[src/hw/sal_consts.svh]
/*
 Constants for the status, sample and load-control register slice.
 Assumes inclusion by bare name from the design modules and the bench.
*/
`ifndef SAL_CONSTS_SVH
`define SAL_CONSTS_SVH
`define SAL_ADDR_STATUS      10'h00d
`define SAL_ADDR_RAW         10'h00e
`define SAL_ADDR_DEC         10'h00f
`define SAL_ADDR_MODE        10'h010
`define SAL_ADDR_THR         10'h011
`define SAL_ADDR_LOW         10'h012
`define SAL_RST_STATUS       16'h4000
`define SAL_RST_THR          8'h1e
`define SAL_RST_LOW          6'h1e
`define SAL_THR_MIN          8'h01
`define SAL_THR_MAX          8'hfe
`define SAL_LOW_MIN          6'h01
`define SAL_BIT_READY        14
`define SAL_BIT_BUSY         13
`define SAL_BIT_COOL         11
`define SAL_BIT_THERM        10
`define SAL_BIT_LINK         9
`define SAL_BIT_MEM          8
`define SAL_BIT_WARNC        3
`define SAL_BIT_WARNB        2
`define SAL_BIT_WARNA        1
`define SAL_BIT_DOUT         0
`define SAL_CLK_HZ           250000000
`define SAL_SAMPLE_HZ        100000
`define SAL_SAMPLE_CYCLES    (`SAL_CLK_HZ / `SAL_SAMPLE_HZ)
`endif

[src/hw/sal_pkg.sv]
/*
 Types shared by the register slice modules.
 Assumes sal_consts.svh is on the include path.
*/
package sal_pkg;
    typedef enum logic [1:0] {SAL_LOAD_OFF, SAL_LOAD_LOW, SAL_LOAD_HIGH} sal_load_t;
    typedef struct packed {
        logic [11:0] cnt;
        logic        tick;
    } sal_tick_state_t;
endpackage

[src/hw/sal_tick.sv]
/*
 Sample-rate enable divider: one-cycle pulse every sample period.
 Assumes a single system clock and synchronous active-low reset.
*/
`timescale 1ns/10ps
`include "sal_consts.svh"
module sal_tick
(
    input  wire logic clk_sys,
    input  wire logic rst_n,
    output logic      tick
);
    localparam logic [11:0] LAST = 12'(`SAL_SAMPLE_CYCLES - 1);

    sal_pkg::sal_tick_state_t st;
    sal_pkg::sal_tick_state_t next_st;

    always_comb
    begin
        next_st = st;
        next_st.tick = 1'b0;
        if (st.cnt == LAST)
        begin
            next_st.cnt  = 12'h000;
            next_st.tick = 1'b1;
        end
        else
        begin
            next_st.cnt = st.cnt + 12'h001;
        end
    end

    always_ff @(posedge clk_sys)
    begin
        if (!rst_n)
        begin
            st <= '0;
        end
        else
        begin
            st <= next_st;
        end
    end

    assign tick = st.tick;
endmodule

[src/hw/sal_regs.sv]
/*
 Status word, ADC sample registers and programmable-load mode selection.
 Assumes the serial port front end delivers decoded single-cycle reads and
 writes of 16-bit words, and that condition and ADC inputs are synchronous.
*/
`timescale 1ns/10ps
`include "sal_consts.svh"
module sal_regs
(
    input  wire logic        clk_sys,
    input  wire logic        rst_n,
    input  wire logic        reg_wr,
    input  wire logic        reg_rd,
    input  wire logic [9:0]  reg_addr,
    input  wire logic [15:0] reg_wdata,
    output logic [15:0]      reg_rdata,
    input  wire logic [7:0]  adc_code,
    input  wire logic [3:0]  decimation_rate_field,
    input  wire logic        comm_busy,
    input  wire logic        channel_cooling_flag,
    input  wire logic        thermal_shutdown_flag,
    input  wire logic        link_fault_flag,
    input  wire logic        register_mismatch_flag,
    input  wire logic        warning_a_flag,
    input  wire logic        warning_b_flag,
    input  wire logic        warning_c_flag,
    input  wire logic        digital_output_state,
    output logic [1:0]       load_select,
    output logic [5:0]       low_current_code,
    output logic             load_idle_mode
);
    typedef struct packed {
        logic [15:0] status;
        logic [7:0]  raw;
        logic [7:0]  dec;
        logic [15:0] dec_cnt;
        logic        mode;
        logic [7:0]  thr;
        logic [5:0]  low;
        logic [1:0]  sel;
        logic [15:0] rdata;
        logic        ready;
    } sal_state_t;

    sal_state_t st;
    sal_state_t next_st;
    logic       tick;
    logic [15:0] dec_period;

    sal_tick u_tick
    (
        .clk_sys (clk_sys),
        .rst_n   (rst_n),
        .tick    (tick)
    );

    // A rate field of N keeps one sample in 2^N.
    assign dec_period = 16'h0001 << decimation_rate_field;

    always_comb
    begin
        next_st = st;
        next_st.ready = 1'b1;
        // Live status, rebuilt every cycle so a poll sees present state.
        next_st.status = 16'h0000;
        next_st.status[`SAL_BIT_READY] = st.ready;
        next_st.status[`SAL_BIT_BUSY]  = comm_busy;
        next_st.status[`SAL_BIT_COOL]  = channel_cooling_flag;
        next_st.status[`SAL_BIT_THERM] = thermal_shutdown_flag;
        next_st.status[`SAL_BIT_LINK]  = link_fault_flag;
        next_st.status[`SAL_BIT_MEM]   = register_mismatch_flag;
        next_st.status[`SAL_BIT_WARNC] = warning_c_flag;
        next_st.status[`SAL_BIT_WARNB] = warning_b_flag;
        next_st.status[`SAL_BIT_WARNA] = warning_a_flag;
        next_st.status[`SAL_BIT_DOUT]  = digital_output_state;

        if (tick)
        begin
            next_st.raw = adc_code;
            if (st.dec_cnt + 16'h0001 >= dec_period)
            begin
                next_st.dec_cnt = 16'h0000;
                next_st.dec     = adc_code;
            end
            else
            begin
                next_st.dec_cnt = st.dec_cnt + 16'h0001;
            end
            // Selection follows the fresh sample with the current settings.
            if (adc_code == 8'h00)
            begin
                next_st.sel = sal_pkg::SAL_LOAD_OFF;
            end
            else if (st.mode)
            begin
                next_st.sel = sal_pkg::SAL_LOAD_HIGH;
            end
            else if (adc_code > st.thr)
            begin
                next_st.sel = sal_pkg::SAL_LOAD_HIGH;
            end
            else
            begin
                next_st.sel = sal_pkg::SAL_LOAD_LOW;
            end
        end

        if (reg_wr)
        begin
            case (reg_addr)
                `SAL_ADDR_MODE: next_st.mode = reg_wdata[0];
                `SAL_ADDR_THR:
                begin
                    if (reg_wdata[7:0] < `SAL_THR_MIN)
                    begin
                        next_st.thr = `SAL_THR_MIN;
                    end
                    else if (reg_wdata[7:0] > `SAL_THR_MAX)
                    begin
                        next_st.thr = `SAL_THR_MAX;
                    end
                    else
                    begin
                        next_st.thr = reg_wdata[7:0];
                    end
                end
                `SAL_ADDR_LOW:
                begin
                    if (reg_wdata[5:0] == 6'h00)
                    begin
                        next_st.low = `SAL_LOW_MIN;
                    end
                    else
                    begin
                        next_st.low = reg_wdata[5:0];
                    end
                end
                default: next_st.low = next_st.low;
            endcase
        end

        if (reg_rd)
        begin
            case (reg_addr)
                `SAL_ADDR_STATUS: next_st.rdata = st.status;
                `SAL_ADDR_RAW:    next_st.rdata = {8'h00, st.raw};
                `SAL_ADDR_DEC:    next_st.rdata = {8'h00, st.dec};
                `SAL_ADDR_MODE:   next_st.rdata = {15'h0000, st.mode};
                `SAL_ADDR_THR:    next_st.rdata = {8'h00, st.thr};
                `SAL_ADDR_LOW:    next_st.rdata = {10'h000, st.low};
                default:          next_st.rdata = 16'h0000;
            endcase
        end
    end

    always_ff @(posedge clk_sys)
    begin
        if (!rst_n)
        begin
            st        <= '0;
            st.status <= `SAL_RST_STATUS;
            st.thr    <= `SAL_RST_THR;
            st.low    <= `SAL_RST_LOW;
        end
        else
        begin
            st <= next_st;
        end
    end

    assign reg_rdata        = st.rdata;
    assign load_select      = st.sel;
    assign low_current_code = st.low;
    assign load_idle_mode   = st.mode;

    thr_range_a: assert property (@(posedge clk_sys) disable iff (!rst_n)
        st.thr >= 8'h01 && st.thr <= 8'hfe)
        else $error("threshold out of range");
    thr_clamp_a: assert property (@(posedge clk_sys) disable iff (!rst_n)
        reg_wr && reg_addr == 10'h011 && reg_wdata[7:0] == 8'hff |=> st.thr == 8'hfe)
        else $error("threshold not clamped high");
    low_min_a: assert property (@(posedge clk_sys) disable iff (!rst_n)
        reg_wr && reg_addr == 10'h012 && reg_wdata[5:0] == 6'h00 |=> st.low == 6'h01)
        else $error("low code zero not mapped");
    status_live_a: assert property (@(posedge clk_sys) disable iff (!rst_n)
        ##1 st.status[10] == $past(thermal_shutdown_flag) && st.status[15] == 1'b0
        && st.status[7:4] == 4'h0)
        else $error("status not live");
    ready_bit_a: assert property (@(posedge clk_sys) $rose(rst_n) |-> ##2 st.status[14])
        else $error("ready bit missing");
    high_idle_a: assert property (@(posedge clk_sys) disable iff (!rst_n)
        tick && st.mode && adc_code != 8'h00 && !reg_wr |=> st.sel == sal_pkg::SAL_LOAD_HIGH)
        else $error("high idle wrong");
    low_above_a: assert property (@(posedge clk_sys) disable iff (!rst_n)
        tick && !st.mode && adc_code > st.thr |=> st.sel == sal_pkg::SAL_LOAD_HIGH)
        else $error("low idle above threshold wrong");
    low_below_a: assert property (@(posedge clk_sys) disable iff (!rst_n)
        tick && !st.mode && adc_code != 8'h00 && adc_code <= st.thr
        |=> st.sel == sal_pkg::SAL_LOAD_LOW)
        else $error("low idle below threshold wrong");
    zero_off_a: assert property (@(posedge clk_sys) disable iff (!rst_n)
        tick && adc_code == 8'h00 |=> st.sel == sal_pkg::SAL_LOAD_OFF)
        else $error("zero code not off");
    raw_update_a: assert property (@(posedge clk_sys) disable iff (!rst_n)
        tick |=> st.raw == $past(adc_code))
        else $error("raw sample stale");
endmodule

[config.mk]
export PLATFORM = sky130hd
export DESIGN_NAME = sal_regs
export DESIGN_NICKNAME = d
export VERILOG_FILES = /design/src/hw/sal_pkg.sv /design/src/hw/sal_tick.sv /design/src/hw/sal_regs.sv
export VERILOG_INCLUDE_DIRS = /design/src /design/src/hw
export SDC_FILE = /design/constraint.sdc
export NUM_CORES = 1
export LEC_CHECK = 0
export BUFFER_PORTS_ARGS = -buffer_cell sky130_fd_sc_hd__buf_4
export CORE_MARGIN = 4
export CORE_UTILIZATION = 52
export DETAILED_ROUTE_END_ITERATION = 10
export PLACE_DENSITY_LB_ADDON = 0.05
export SETUP_SLACK_MARGIN = 0.4
export SYNTH_ARGS = -nofsm -noshare
export SYNTH_HDL_FRONTEND = slang
export SYNTH_SLANG_ARGS = --single-unit
[constraint.sdc]
create_clock -name clk_sys -period 7.67 [get_ports clk_sys]
set_input_delay 0.3835 -clock clk_sys [delete_from_list [all_inputs] [get_ports clk_sys]]
set_output_delay 0.3835 -clock clk_sys [all_outputs]
set_load 0.01 [all_outputs]
==> results.ini <==
[die]
io_pins=76
initial_core_util=0.542
row_count=34
coreArea_um2=8810
dieHeight_um=104
chipWidth_um=104
die_area_um2=10800

[clocking]
cts-hold-fix-buffers=0
cts_tree=yes
root_buffer=clkbuf_8
htree_levels=3
cts_setup_buffers=0
clock_latency_ns=0.35
cts.clk_slew.worst_paths_ns=0.09
clockBufferDepth=2
cts_num_sinks=87
cts_resized=0
cts-buffers-inserted=9

[synthesis]
synthTopCellsByArea=dfxtp_1 37%, ha_1 6.8%, nand2_1 5.8%
netlist.area_leader.share=0.365
yosys-top-cells-count=87 x dfxtp_1, 74 x nand2_1, 51 x nand3_1, 46 x nor2_1, 34 x a21oi_1
synth.cell_area_um2=4770
yosysMostFrequentCell=dfxtp_1
ys_warn_count=0
ys.flop_type=dfxtp_1
synthCells=576
synth.distinct_cells=55
yosysSeqAreaShare=0.365
async_reset_ff_frac=0
ys_ff_latch=87
synth_top_area_cell=dfxtp_1
synth_area_per_cell_um2=8.28
synth-edff-count=0

[critical_path]
worst-path-max-fanout=23
crit_type=reg -> reg
rr_startpoint=st[38]
arrival_ns=4.48
endpoint_kind=flop
cp-start-kind=flop
reg2regPathDepth=11
cp_data_required_time_ns=7.94
r2r_end=st[56]
rrSetupSlack_ns=3.46
critical_path.startpoint=st[38]
endpoint=st[56]

[global_routing]
grt_pass1_vias=3813
overflow=0
grt_util_met2=0.308
grt_max_degree=56
grtUsageMet1=0.272
grt_use_met3=0.0491
grt_antenna_before_repair=0
top_usage_layer=met2
grt_pass1_wl_um=17900
track_usage=0.197

[sta]
setup_tns_ns=0
finClkSkew_ns=0.00899
worst_pin_slew_ns=0.993
setup_viol=0
maxSlewViolCount=0
rsz0062_at_grt=false
hold_viol_final=0
period_share=0.549
hold-worst-slack_ns=0.228
fmax_ghz=0.237
fin_crit_ns=4.21
slew_headroom=0.337

[flow_run]
drv_cap=0

[layout]
num-nets-final=677
layout-drive-gt1-share=0.157
antenna_cells=0
area_growth_pct=10.1
design_area_um2=5250

[pwr]
switching_power_uw=212
ir_worst_vdd_v=0.0000996
p_clk_frac=0.354
p_leak_uw=0.00213
power_density_nw_per_um2=155
comb_power_share=0.085
swShare=0.260
p_seq_frac=0.561
p_int_uw=604

[route]
drc_errors=0
ant_nets=0
avgRoutedWirePerCell_um=14.6
routed_wirelength_um=10400
vias=3986
initialDrtViolationCount=215
dr.pass1.iters=6
via_per_inst=5.59

[run_status]
status=finished clean

[placement]
placed_area_um2=5080
routabilityCongestion=0.848
io_buffers=65
dp_hpwl_um=7540

[worst_hold_path]
hp-class=in -> reg

[state kept, by name (all words and copies together), names as in the netlist]
signal            count
st                   50
reg_rdata            14
u_tick.st            12
low_current_code      6
load_select           2
load_idle_mode        1
next_st               1
u_tick.tick           1
[cell usage in the layout, fill, tap and decap left out, drive strengths merged, types with 3 or more instances in the layout]
master   n
a22o     5
inv     12
nand3b   6
and2    12
nor4b    3
dfxtp   87
xnor2   12
clkinv   5
nand2b  13
nand3   51
nor4     8
and3     9
mux2i   22
nand4b   3
xor2    10
mux2     3
a222oi   3
nor2b   15
nand4   16
a21oi   34
and4     3
or3      3
clkbuf  10
nand2   74
nor2    46
ha      26
a31oi    3
buf     67
o21ai   20
nor3     5
[metal layers]
metal | up-vias | part of all wire
li1 | 2028 | -
met1 | 1864 | 0.47
met2 | 82 | 0.46
met3 | 12 | 0.058
met4 | 0 | 0.011
met5 | - | 0
[power by group through the flow]
| stage | clock (uW) | combinational [uW] | sequential, uW |
|---|---|---|---|
| 2_1_floorplan | 0 | 39.1 | 468 |
| 3_3_place_gp | 0 | 67.0 | 469 |
| 3_5_place_dp | 0 | 68.7 | 469 |
| 4_1_cts | 298 | 69.0 | 458 |
| 5_1_grt | 317 | 76.9 | 459 |
| 6_report | 289 | 69.1 | 458 |
[critical path: stages (launching register included)]
cell	delay, ns
dfxtp_1	0.49
nand3_1	0.18
nor4_2	0.57
nand3_1	0.17
xnor2_1	0.18
ha_1	0.33
nand4_1	0.14
nor3_1	0.33
nand3_1	0.10
and3_1	0.47
nor2b_1	0.89
mux2i_1	0.28
[kinds of logic after synthesis]
logic type,synth area share
buffers and inverters,0.0797
and+or+nand+nor,0.301
muxes,0.0532
xor gates and xnor gates,0.0404
adders and majority gates,0.0682
DFF,0.365
AOI/OAI and AO/OA,0.0918
other,0.000786
[final cells by class]
class | count | area (um^2)
clock buffers | 10 | 128
clock inverters | 6 | 46.3
fillers | 808 | 3550
inverters | 12 | 45.0
multi-input cells | 423 | 2650
flip-flops and latches | 87 | 1740
well taps | 108 | 135
repair buffers | 67 | 503
[stage by stage]
stage	setup WS (ns)	util	instances	power (uW)
floorplan	4.69	-	577	507
global placement	3.56	0.577	697	536
detailed placement	3.47	0.577	697	537
CTS	3.45	0.596	713	825
global route	3.03	0.596	713	853
finish	3.46	0.596	713	816
[how the worst min path moves through the flow]
| stage | start | endpoint | slack, ns | depth (start not counted) |
|---|---|---|---|---|
| 2_1_floorplan | next_st[80] | st[80] | 0.39 | 1 |
| 3_3_place_gp | next_st[80] | st[80] | 0.39 | 1 |
| 3_5_place_dp | next_st[80] | st[80] | 0.40 | 1 |
| 4_1_cts | thermal_shutdown_flag | st[76] | 0.21 | 2 |
| 5_1_grt | warning_a_flag | st[67] | 0.20 | 2 |
| 6_report | thermal_shutdown_flag | st[76] | 0.23 | 2 |
No activity file was read; power rests on OpenSTA's default activity.
